--- src/usart_pkg.sv ---
package usart_pkg;

    // ************************************************************
    // register indexes (byte address is four times the index)
    // ************************************************************
    localparam logic [9:0] STATUS_IDX      = 10'h0C0;
    localparam logic [9:0] CONTROL_IDX     = 10'h0C1;
    localparam logic [9:0] IRQ_STATUS_IDX  = 10'h0C3;
    localparam logic [9:0] BAUD_IDX        = 10'h0C4;
    localparam logic [9:0] IRQ_MASK_IDX    = 10'h0C5;
    localparam logic [9:0] DATA_IDX        = 10'h0C6;
    localparam logic [9:0] INSTANCE_STRIDE = 10'h008;

    // ************************************************************
    // field positions
    // ************************************************************
    localparam int ST_RX_READY   = 7;
    localparam int ST_TX_DONE    = 6;
    localparam int ST_TX_EMPTY   = 5;
    localparam int ST_FRAME_ERR  = 4;
    localparam int ST_LOST       = 3;
    localparam int ST_PARITY_ERR = 2;
    localparam int ST_FAST       = 1;
    localparam int ST_MULTI      = 0;
    localparam int CTL_SIZE_LSB   = 0;
    localparam int CTL_TX_EN      = 3;
    localparam int CTL_RX_EN      = 4;
    localparam int CTL_PARITY_LSB = 5;
    localparam int IRQ_RX  = 0;
    localparam int IRQ_TX  = 1;
    localparam int IRQ_ERR = 2;

    // ************************************************************
    // reset values and counts
    // ************************************************************
    localparam logic [7:0]  DATA_RESET    = 8'h00;
    localparam logic [1:0]  STATUS_RESET  = 2'h0;
    localparam logic [7:0]  CONTROL_RESET = 8'h00;
    localparam logic [11:0] BAUD_RESET    = 12'h000;
    localparam logic [2:0]  IRQ_RESET     = 3'h0;
    localparam logic [4:0]  OSR_NORMAL    = 5'h10;
    localparam logic [4:0]  OSR_DOUBLE    = 5'h08;

    // ************************************************************
    // types
    // ************************************************************
    typedef struct packed {
        logic [7:0] data;
        logic       frame_error;
        logic       overrun;
        logic       parity_error;
    } rx_entry_s;

    typedef enum logic [2:0] {
        LINE_IDLE   = 3'b000,
        LINE_START  = 3'b001,
        LINE_DATA   = 3'b010,
        LINE_PARITY = 3'b011,
        LINE_STOP   = 3'b100
    } line_state_e;

    // ************************************************************
    // helpers
    // ************************************************************
    // keep only the bits of a 5..8 bit character
    function automatic logic [7:0] mask_char(input logic [7:0] d, input logic [1:0] size);
        mask_char = d & (8'hFF >> (2'h3 - size));
    endfunction

    function automatic logic parity_bit(input logic [7:0] d, input logic [1:0] size, input logic odd);
        parity_bit = (^mask_char(d, size)) ^ odd;
    endfunction

endpackage

--- src/usart_data_buffer_status.sv ---
`timescale 1ns/1ps
// Overview of operation
// RULE_01: one data address, writes transmit, reads receive
// RULE_02: short characters: tx ignores, rx zeroes upper
// RULE_03: data write dropped while buffer not empty
// RULE_04: buffer loads shifter when empty, shifts out
// RULE_05: two-entry receive FIFO popped by each read
// RULE_06: software avoids read-modify-write on data
// RULE_07: data register eight bits, resets zero
// RULE_08: status: receive, transmit, empty, three errors, modes
// RULE_09: status access mix; only buffer empty resets one
// RULE_10: divisor zero gives clock/16 or clock/8
// RULE_11: receive complete follows FIFO; disable flushes
// RULE_12: transmit complete sets at idle; write-one clears
// RULE_13: double speed oversamples by eight not sixteen
// RULE_14: overrun when full, held char, new start
// RULE_15: error flags travel with each FIFO entry
module usart_data_buffer_status #(
    parameter int INSTANCE   = 0,
    parameter int FIFO_DEPTH = 2
) (
    input  wire logic        core_clk,
    input  wire logic        rst_b,
    input  wire logic [11:0] address,
    input  wire logic        read,
    input  wire logic        write,
    input  wire logic [3:0]  byteenable,
    input  wire logic [31:0] writedata,
    output logic      [31:0] readdata,
    output logic             waitrequest,
    output logic             irq,
    input  wire logic        receive_pin,
    output logic             transmit_pin
);
    localparam logic [9:0] BASE = 10'(INSTANCE) * usart_pkg::INSTANCE_STRIDE;

    // ************************************************************
    // reset release
    // ************************************************************
    logic rst_meta_reg;
    logic rst_n;

    always_ff @(posedge core_clk or negedge rst_b) begin
        if (!rst_b) begin
            rst_meta_reg <= 1'b0;
            rst_n        <= 1'b0;
        end else begin
            rst_meta_reg <= 1'b1;
            rst_n        <= rst_meta_reg;
        end
    end

    function automatic logic hit(input logic [9:0] idx);
        hit = (address[11:2] == idx + BASE);
    endfunction

    // ************************************************************
    // declarations
    // ************************************************************
    logic [31:0] readdata_reg, readdata_next;
    logic        wait_reg, wait_next;
    logic        irq_reg, irq_next;
    logic [1:0]  stat_ctl_reg, stat_ctl_next;
    logic [7:0]  control_reg, control_next;
    logic [11:0] baud_reg, baud_next;
    logic [2:0]  irq_mask_reg, irq_mask_next;
    logic [2:0]  irq_stat_reg, irq_stat_next;
    logic [11:0] pre_reg, pre_next;
    logic        accept, data_wr, data_rd, status_wr;
    logic        tick, tx_en, rx_en, par_en, par_odd;
    logic [1:0]  size;
    logic [4:0]  osr;
    logic        rx_push, txc_set, err_set;
    logic        fifo_ne, fifo_full;
    usart_pkg::rx_entry_s head;

    assign readdata    = readdata_reg;
    assign waitrequest = wait_reg;
    assign irq         = irq_reg;
    assign accept      = (read ^ write) && wait_reg;

    // access strobes; a process so that address changes inside hit() are seen
    always_comb begin
        data_wr   = accept && write && byteenable[0] && hit(usart_pkg::DATA_IDX); // RULE_01
        data_rd   = accept && read && hit(usart_pkg::DATA_IDX); // RULE_01
        status_wr = accept && write && byteenable[0] && hit(usart_pkg::STATUS_IDX);
    end

    assign tx_en       = control_reg[usart_pkg::CTL_TX_EN];
    assign rx_en       = control_reg[usart_pkg::CTL_RX_EN];
    assign size        = control_reg[usart_pkg::CTL_SIZE_LSB +: 2];
    assign par_en      = control_reg[usart_pkg::CTL_PARITY_LSB + 1];
    assign par_odd     = control_reg[usart_pkg::CTL_PARITY_LSB];
    assign osr         = stat_ctl_reg[usart_pkg::ST_FAST] ? usart_pkg::OSR_DOUBLE : usart_pkg::OSR_NORMAL; // RULE_13

    // ************************************************************
    // transmitter declarations
    // ************************************************************
    usart_pkg::line_state_e tx_state_reg, tx_state_next;
    logic [7:0] tx_buf_reg, tx_buf_next;
    logic       tx_full_reg, tx_full_next;
    logic [7:0] tx_shift_reg, tx_shift_next;
    logic       tx_par_reg, tx_par_next;
    logic [4:0] tx_cnt_reg, tx_cnt_next;
    logic [2:0] tx_bit_reg, tx_bit_next;
    logic       txc_reg, txc_next;
    logic       pin_reg, pin_next;
    logic       tx_last;

    // ************************************************************
    // receiver declarations
    // ************************************************************
    usart_pkg::line_state_e rx_state_reg, rx_state_next;
    logic [4:0] rx_cnt_reg, rx_cnt_next;
    logic [2:0] rx_bit_reg, rx_bit_next;
    logic [7:0] rx_data_reg, rx_data_next;
    logic       rx_par_reg, rx_par_next;
    logic       hold_valid_reg, hold_valid_next;
    usart_pkg::rx_entry_s hold_reg, hold_next;
    logic       rx_last;

    assign transmit_pin = pin_reg;

    // ************************************************************
    // bus slave, registers and interrupt
    // ************************************************************
    always_comb begin
        readdata_next = readdata_reg;
        wait_next     = 1'b1;
        stat_ctl_next = stat_ctl_reg;
        control_next  = control_reg;
        baud_next     = baud_reg;
        irq_mask_next = irq_mask_reg;
        irq_stat_next = irq_stat_reg;
        if (accept) begin
            wait_next     = 1'b0;
            readdata_next = 32'h0000_0000;
            if (read) begin
                if (hit(usart_pkg::DATA_IDX)) begin
                    readdata_next[7:0] = head.data; // RULE_05
                end else if (hit(usart_pkg::STATUS_IDX)) begin
                    readdata_next[7:0] = {fifo_ne, txc_reg, !tx_full_reg, head.frame_error,
                                          head.overrun, head.parity_error, stat_ctl_reg}; // RULE_08
                end else if (hit(usart_pkg::CONTROL_IDX)) begin
                    readdata_next[7:0] = control_reg;
                end else if (hit(usart_pkg::BAUD_IDX)) begin
                    readdata_next[11:0] = baud_reg;
                end else if (hit(usart_pkg::IRQ_MASK_IDX)) begin
                    readdata_next[2:0] = irq_mask_reg;
                end else if (hit(usart_pkg::IRQ_STATUS_IDX)) begin
                    readdata_next[2:0] = irq_stat_reg;
                    irq_stat_next      = 3'h0; // read clears
                end
            end else if (byteenable[0]) begin
                if (status_wr) begin
                    stat_ctl_next = writedata[1:0]; // RULE_09
                end else if (hit(usart_pkg::CONTROL_IDX)) begin
                    control_next = writedata[7:0];
                end else if (hit(usart_pkg::IRQ_MASK_IDX)) begin
                    irq_mask_next = writedata[2:0];
                end else if (hit(usart_pkg::BAUD_IDX)) begin
                    baud_next[7:0] = writedata[7:0];
                end
                if (hit(usart_pkg::BAUD_IDX) && byteenable[1]) begin
                    baud_next[11:8] = writedata[11:8];
                end
            end
        end
        // events set after the read clear so a set always wins
        irq_stat_next = irq_stat_next | {err_set, txc_set, rx_push};
        irq_next      = |(irq_stat_reg & irq_mask_reg);
    end

    always_ff @(posedge core_clk or negedge rst_n) begin
        if (!rst_n) begin
            readdata_reg <= 32'h0000_0000;
            wait_reg     <= 1'b1;
            irq_reg      <= 1'b0;
            stat_ctl_reg <= usart_pkg::STATUS_RESET; // RULE_09
            control_reg  <= usart_pkg::CONTROL_RESET;
            baud_reg     <= usart_pkg::BAUD_RESET;
            irq_mask_reg <= usart_pkg::IRQ_RESET;
            irq_stat_reg <= usart_pkg::IRQ_RESET;
        end else begin
            readdata_reg <= readdata_next;
            wait_reg     <= wait_next;
            irq_reg      <= irq_next;
            stat_ctl_reg <= stat_ctl_next;
            control_reg  <= control_next;
            baud_reg     <= baud_next;
            irq_mask_reg <= irq_mask_next;
            irq_stat_reg <= irq_stat_next;
        end
    end

    // ************************************************************
    // baud prescaler: one tick every divisor+1 clocks
    // ************************************************************
    assign tick = (pre_reg == 12'h000); // RULE_10

    always_comb begin
        pre_next = tick ? baud_reg : pre_reg - 12'h001;
    end

    always_ff @(posedge core_clk or negedge rst_n) begin
        if (!rst_n) begin
            pre_reg <= usart_pkg::BAUD_RESET;
        end else begin
            pre_reg <= pre_next;
        end
    end

    // ************************************************************
    // transmitter: buffer, shifter, line pin
    // ************************************************************
    assign tx_last = tick && (tx_cnt_reg == osr - 5'h01);

    always_comb begin
        tx_state_next = tx_state_reg;
        tx_buf_next   = tx_buf_reg;
        tx_full_next  = tx_full_reg;
        tx_shift_next = tx_shift_reg;
        tx_par_next   = tx_par_reg;
        tx_cnt_next   = tx_cnt_reg;
        tx_bit_next   = tx_bit_reg;
        txc_next      = txc_reg;
        pin_next      = 1'b1;
        txc_set       = 1'b0;
        if (data_wr && !tx_full_reg) begin // RULE_03
            tx_buf_next  = writedata[7:0]; // RULE_07
            tx_full_next = 1'b1;
        end
        if (tx_state_reg != usart_pkg::LINE_IDLE && tick) begin
            tx_cnt_next = tx_last ? 5'h00 : tx_cnt_reg + 5'h01;
        end
        unique case (tx_state_reg)
            usart_pkg::LINE_IDLE: begin
                if (tx_full_reg && tx_en) begin // RULE_04
                    tx_shift_next = usart_pkg::mask_char(tx_buf_reg, size); // RULE_02
                    tx_par_next   = usart_pkg::parity_bit(tx_buf_reg, size, par_odd);
                    tx_full_next  = 1'b0;
                    tx_cnt_next   = 5'h00;
                    tx_state_next = usart_pkg::LINE_START;
                end
            end
            usart_pkg::LINE_START: begin
                pin_next = 1'b0;
                if (tx_last) begin
                    tx_bit_next   = 3'h0;
                    tx_state_next = usart_pkg::LINE_DATA;
                end
            end
            usart_pkg::LINE_DATA: begin
                pin_next = tx_shift_reg[0];
                if (tx_last) begin
                    tx_shift_next = tx_shift_reg >> 1;
                    tx_bit_next   = tx_bit_reg + 3'h1;
                    if (tx_bit_reg == 3'h4 + 3'(size)) begin
                        tx_state_next = par_en ? usart_pkg::LINE_PARITY : usart_pkg::LINE_STOP;
                    end
                end
            end
            usart_pkg::LINE_PARITY: begin
                pin_next = tx_par_reg;
                if (tx_last) begin
                    tx_state_next = usart_pkg::LINE_STOP;
                end
            end
            usart_pkg::LINE_STOP: begin
                if (tx_last) begin
                    tx_state_next = usart_pkg::LINE_IDLE;
                    txc_set       = !tx_full_reg; // RULE_12
                end
            end
            default: begin
                tx_state_next = usart_pkg::LINE_IDLE;
            end
        endcase
        if (status_wr && writedata[usart_pkg::ST_TX_DONE]) begin
            txc_next = 1'b0; // RULE_12
        end
        if (txc_set) begin
            txc_next = 1'b1;
        end
    end

    always_ff @(posedge core_clk or negedge rst_n) begin
        if (!rst_n) begin
            tx_state_reg <= usart_pkg::LINE_IDLE;
            tx_buf_reg   <= usart_pkg::DATA_RESET; // RULE_07
            tx_full_reg  <= 1'b0;                  // buffer empty reads one
            tx_shift_reg <= 8'h00;
            tx_par_reg   <= 1'b0;
            tx_cnt_reg   <= 5'h00;
            tx_bit_reg   <= 3'h0;
            txc_reg      <= 1'b0;
            pin_reg      <= 1'b1;
        end else begin
            tx_state_reg <= tx_state_next;
            tx_buf_reg   <= tx_buf_next;
            tx_full_reg  <= tx_full_next;
            tx_shift_reg <= tx_shift_next;
            tx_par_reg   <= tx_par_next;
            tx_cnt_reg   <= tx_cnt_next;
            tx_bit_reg   <= tx_bit_next;
            txc_reg      <= txc_next;
            pin_reg      <= pin_next;
        end
    end

    // ************************************************************
    // receiver: mid-bit sampling, holding slot, overrun
    // ************************************************************
    assign rx_last = tick && (rx_cnt_reg == osr - 5'h01);

    always_comb begin
        rx_state_next   = rx_state_reg;
        rx_cnt_next     = rx_cnt_reg;
        rx_bit_next     = rx_bit_reg;
        rx_data_next    = rx_data_reg;
        rx_par_next     = rx_par_reg;
        hold_valid_next = hold_valid_reg;
        hold_next       = hold_reg;
        rx_push         = hold_valid_reg && !fifo_full;
        err_set         = rx_push && (hold_reg.frame_error || hold_reg.overrun || hold_reg.parity_error);
        if (rx_push) begin
            hold_valid_next = 1'b0;
        end
        if (rx_state_reg != usart_pkg::LINE_IDLE && tick) begin
            rx_cnt_next = rx_last ? 5'h00 : rx_cnt_reg + 5'h01;
        end
        unique case (rx_state_reg)
            usart_pkg::LINE_IDLE: begin
                if (!receive_pin) begin
                    rx_cnt_next   = 5'h00;
                    rx_state_next = usart_pkg::LINE_START;
                    if (hold_valid_reg && fifo_full) begin
                        hold_next.overrun = 1'b1; // RULE_14
                    end
                end
            end
            usart_pkg::LINE_START: begin
                if (tick && rx_cnt_reg == (osr >> 1) - 5'h01) begin
                    rx_cnt_next   = 5'h00;
                    rx_bit_next   = 3'h0;
                    rx_data_next  = 8'h00; // RULE_02
                    rx_state_next = receive_pin ? usart_pkg::LINE_IDLE : usart_pkg::LINE_DATA;
                end
            end
            usart_pkg::LINE_DATA: begin
                if (rx_last) begin
                    rx_data_next[rx_bit_reg] = receive_pin;
                    rx_bit_next              = rx_bit_reg + 3'h1;
                    if (rx_bit_reg == 3'h4 + 3'(size)) begin
                        rx_state_next = par_en ? usart_pkg::LINE_PARITY : usart_pkg::LINE_STOP;
                    end
                end
            end
            usart_pkg::LINE_PARITY: begin
                if (rx_last) begin
                    rx_par_next   = receive_pin;
                    rx_state_next = usart_pkg::LINE_STOP;
                end
            end
            usart_pkg::LINE_STOP: begin
                if (rx_last) begin
                    rx_state_next = usart_pkg::LINE_IDLE;
                    if (!hold_valid_next) begin // a frame arriving on a full path is lost
                        hold_valid_next        = 1'b1;
                        hold_next.data         = rx_data_reg;
                        hold_next.frame_error  = !receive_pin; // RULE_15
                        hold_next.overrun      = 1'b0;
                        hold_next.parity_error = par_en &&
                            (rx_par_reg != usart_pkg::parity_bit(rx_data_reg, size, par_odd)); // RULE_15
                    end
                end
            end
            default: begin
                rx_state_next = usart_pkg::LINE_IDLE;
            end
        endcase
        if (!rx_en) begin
            rx_state_next   = usart_pkg::LINE_IDLE; // RULE_11
            hold_valid_next = 1'b0;
        end
    end

    always_ff @(posedge core_clk or negedge rst_n) begin
        if (!rst_n) begin
            rx_state_reg   <= usart_pkg::LINE_IDLE;
            rx_cnt_reg     <= 5'h00;
            rx_bit_reg     <= 3'h0;
            rx_data_reg    <= 8'h00;
            rx_par_reg     <= 1'b0;
            hold_valid_reg <= 1'b0;
            hold_reg       <= '0;
        end else begin
            rx_state_reg   <= rx_state_next;
            rx_cnt_reg     <= rx_cnt_next;
            rx_bit_reg     <= rx_bit_next;
            rx_data_reg    <= rx_data_next;
            rx_par_reg     <= rx_par_next;
            hold_valid_reg <= hold_valid_next;
            hold_reg       <= hold_next;
        end
    end

    // ************************************************************
    // receive FIFO with per-entry error flags
    // ************************************************************
    rx_fifo #(
        .DEPTH (FIFO_DEPTH)
    ) i_rx_fifo (
        .core_clk   (core_clk),
        .rst_n      (rst_n),
        .flush      (!rx_en),  // RULE_11
        .push       (rx_push),
        .push_entry (hold_reg),
        .pop        (data_rd), // RULE_05
        .head       (head),
        .not_empty  (fifo_ne),
        .full       (fifo_full)
    );

endmodule

--- src/rx_fifo.sv ---
`timescale 1ns/1ps
module rx_fifo #(
    parameter int DEPTH = 2
) (
    input  wire logic                 core_clk,
    input  wire logic                 rst_n,
    input  wire logic                 flush,
    input  wire logic                 push,
    input  wire usart_pkg::rx_entry_s push_entry,
    input  wire logic                 pop,
    output usart_pkg::rx_entry_s      head,
    output logic                      not_empty,
    output logic                      full
);
    localparam int PW = $clog2(DEPTH);

    usart_pkg::rx_entry_s mem_reg [DEPTH];
    usart_pkg::rx_entry_s mem_next [DEPTH];
    logic [PW:0]          count_reg;
    logic [PW:0]          count_next;
    logic [PW-1:0]        rd_reg;
    logic [PW-1:0]        rd_next;
    logic [PW-1:0]        wr_idx;

    assign not_empty = (count_reg != '0);
    assign full      = (count_reg == (PW+1)'(DEPTH));
    assign head      = not_empty ? mem_reg[rd_reg] : '0;

    // ************************************************************
    // pointer and storage update
    // ************************************************************
    always_comb begin
        mem_next   = mem_reg;
        count_next = count_reg;
        rd_next    = rd_reg;
        wr_idx     = PW'((rd_reg + count_reg[PW-1:0]) % DEPTH);
        if (flush) begin
            count_next = '0;
        end else begin
            if (pop && not_empty) begin
                rd_next    = PW'((rd_reg + 1'b1) % DEPTH);
                count_next = count_next - 1'b1;
            end
            if (push && !full) begin
                mem_next[wr_idx] = push_entry;
                count_next       = count_next + 1'b1;
            end
        end
    end

    always_ff @(posedge core_clk or negedge rst_n) begin
        if (!rst_n) begin
            for (int i = 0; i < DEPTH; i++) begin
                mem_reg[i] <= '0;
            end
            count_reg <= '0;
            rd_reg    <= '0;
        end else begin
            mem_reg   <= mem_next;
            count_reg <= count_next;
            rd_reg    <= rd_next;
        end
    end

endmodule

--- config.mk ---
export PLATFORM = sky130hd
export DESIGN_NAME = usart_data_buffer_status
export DESIGN_NICKNAME = d
export VERILOG_FILES = /design/src/usart_pkg.sv /design/src/usart_data_buffer_status.sv /design/src/rx_fifo.sv
export SDC_FILE = /design/constraint.sdc
export NUM_CORES = 1
export LEC_CHECK = 0
export ABC_CLOCK_PERIOD_IN_PS = 9000
export BUFFER_PORTS_ARGS = -buffer_cell sky130_fd_sc_hd__buf_2
export CAP_MARGIN = 20
export CORE_MARGIN = 10
export CORE_UTILIZATION = 40
export DETAILED_ROUTE_END_ITERATION = 7
export MAX_ROUTING_LAYER = met4
export SLEW_MARGIN = 25
export SYNTH_ARGS = -nofsm -noshare
export SYNTH_HDL_FRONTEND = slang
export SYNTH_SLANG_ARGS = --single-unit
--- constraint.sdc ---
create_clock -name core_clk -period 9 [get_ports core_clk]
set_input_delay 0.9 -clock core_clk [delete_from_list [all_inputs] [get_ports core_clk]]
set_output_delay 0.9 -clock core_clk [all_outputs]
set_load 0.05 [all_outputs]
==> run metrics <==
post-synth design cell area 7326 sq um; startpoint type of the worst setup path flop; Antenna diodes 0; # fillers 1673; CTS tree done; Critical Path End Type flop; row count 49; Worst R2R Path Depth 5; synthesized flop and latch total 144; commonest non-fill, non-tap cell in the layout dfrtp_1; Arr. time, crit path 3.31 ns; number of synthesized flops with an enable pin 0; CTS root buffer clkbuf_16; Slew @ Worst Pin 1.007 ns; max frequency 0.3303 GHz; Clock Skews 0.007802 ns; Final Critical Period 3.027 ns; Slew headroom 31.94%; initial antenna violation count 0; switching share of total power 22.70%; routed via count 5360; Synth async-reset ratio 100.0%; power density over the cells 176.1 nW/um^2; vias in the first global route 5358; post-CTS sizing 0; Ys Warns 0; routability cong. 0.8725; Post-Place Cell Area 7666 sq um; Lkg Pwr 3.707 nW; crit path max fanout 6; Syn Inst Count 706; switching power 331.5 uW; Synth top area share 48.51%; combinational share of power 4.1%; max cap viols 0; dominant cell type by area after synthesis dfrtp_1; drt via density 5.486; sequential-to-total area share from yosys stat 49.22%; fin area 8292 sq um; largest net degree at the start of global routing 58; outcome finished, final reports clean; synth unique cells 61; Synth area leaders dfrtp_1, mux2_2, nand2_1, xnor2_1, o21ai_0; Initial Utilization 40.78%; final wirelength 17.38 mm; worst skew pair latency 0.42 ns; core area 17960 sq um; Top FF cell, synth dfrtp_1; 1st-iter DRT viols 428; clk sinks 144; Mapped Avg Cell Area 10.38 sq um; final setup fails 0; setup TNS 0 ns; # DRC 0; Final Core Density 46.16%; die width 155.3 microns; Routed WL per cell 17.79 microns; Max Slew Vio Count 0; first-pass GRT wire length 28.37 mm; I/O pins 88; cts hold-fix bufs 0; number of buffers created by CTS 17; commonest non-fill, non-tap cells in the layout dfrtp_1, mux2_2, nand2_1; sequential power share 44.9%; GR Overflow Total 0; Pint 1.129 mW; WP data required 9.29 ns; Final Cycle Share 33.64%; First-pass DRT Iterations 5; peak supply drop 116.5 uV; final net count 795; Total GRT Usage 14.97%; worst min path class in -> async; H-tree levels 4; Clock transition at path regs 0.06 ns; endpoints failing hold 0; # port buffers 43; post-route ant nets 0; Die Span Y 155.3 microns; RSZ-0062 raised after global routing false; hpwl dp 12.70 mm; clock share of power 50.9%; area growth from synthesis to layout 13.19%; CP Class reg -> reg; die area 24130 sq um; share of cells above drive strength 1 20.99%; Setup Fix Bufs, Post-CTS 0; max FFs per register 22; clk buf depth 2
[logic make-up after synthesis]
group                    Yosys count  share of synthesized area (%)
AO/OA/AOI/OAI                    124                          10.54
XOR/XNOR                          35                          4.184
adder cells (fa/ha/maj)            7                          1.196
buffers and inverters             70                          4.748
flip-flops                       144                          49.22
multiplexers                      87                          13.07
other                              2                         0.1025
AND/OR/NAND/NOR                  237                          16.94
[layer usage]
layer	vias up	part of all wire [%]	GRT usage (%)	routed length, microns
met2	125	49	23.88	8476
met1	2687	46	18.50	8070
li1	2533	-	-	-
met3	15	3.8	3.639	664
met4	0	0.98	4.412	171
met5	-	0	-	0
[worst max-delay path: stages, from the launching register on]
cell	delay, ns
dfrtp_1	0.42
or4_1	0.73
nor4b_1	0.92
nand4_1	0.39
o31ai_1	0.33
a21oi_1	0.10
[layout make-up]
type | count | area, sq um | share of cell area (%)
Sequential cell | 144 | 3610 | 43.53
Multi-Input combinational cell | 511 | 3458 | 41.71
Clock buffer | 19 | 432.9 | 5.221
Tap cell | 229 | 286.5 | 3.456
Timing Repair Buffer | 47 | 265.3 | 3.199
Clock inverter | 13 | 186.4 | 2.248
Inverter | 14 | 52.55 | 0.6338
[final timing paths]
check | from | to | slack, ns
worst max-delay path | pre_reg[5]$_DFF_PN0_ | rx_data_reg[0]$_DFFE_PN0P_ | 5.97
worst min-delay path | rst_b | rst_n$_DFF_PN0_ | 0.25
worst max register to register | pre_reg[5]$_DFF_PN0_ | rx_data_reg[0]$_DFFE_PN0P_ | 5.97
worst min register to register | rst_meta_reg$_DFF_PN0_ | rst_n$_DFF_PN0_ | 0.35
max in group asynchronous | rst_n$_DFF_PN0_ | baud_reg[2]$_DFFE_PN0P_ | 7.35
min in group core_clk | rst_meta_reg$_DFF_PN0_ | rst_n$_DFF_PN0_ | 0.35
[cell usage after synthesis, drive strengths merged, types with 3 or more instances]
library cell / instances
and2: 4
nor3: 12
or3: 7
o221ai: 6
nand3b: 3
dfrtp: 142
xor2: 10
o21ai: 40
nand2b: 14
inv: 14
a32o: 3
nand2: 64
o31ai: 6
nor2: 46
and3: 4
nor4b: 3
nand4: 14
a21o: 5
or4: 5
or4b: 3
nor2b: 12
nor3b: 5
mux2i: 18
a31oi: 7
buf: 25
o211ai: 5
mux2: 69
nor4: 3
nand3: 27
a21oi: 33
clkbuf: 31
xnor2: 25
a22o: 6
ha: 7
[metrics by stage]
step	total power, mW	instances	setup slack, ns	hold WS [ns]
final	1.460	977	5.973	0.2522
after CTS	1.478	977	5.998	0.2308
after detailed placement	0.7287	945	5.769	0.3410
after global routing	1.512	977	5.757	0.2331
after floorplan	0.7148	725	4.694	0.3312
after global placement	0.7261	944	5.786	0.3379
[power groups by stage]
stage | clock network, mW | registers, mW | logic (mW)
2_1_floorplan | 0 | 0.673 | 0.0417
3_3_place_gp | 0 | 0.668 | 0.0581
3_5_place_dp | 0 | 0.668 | 0.0604
4_1_cts | 0.761 | 0.656 | 0.0605
5_1_grt | 0.789 | 0.657 | 0.0660
6_report | 0.744 | 0.656 | 0.0605
No activity file was read; power rests on OpenSTA's default activity.
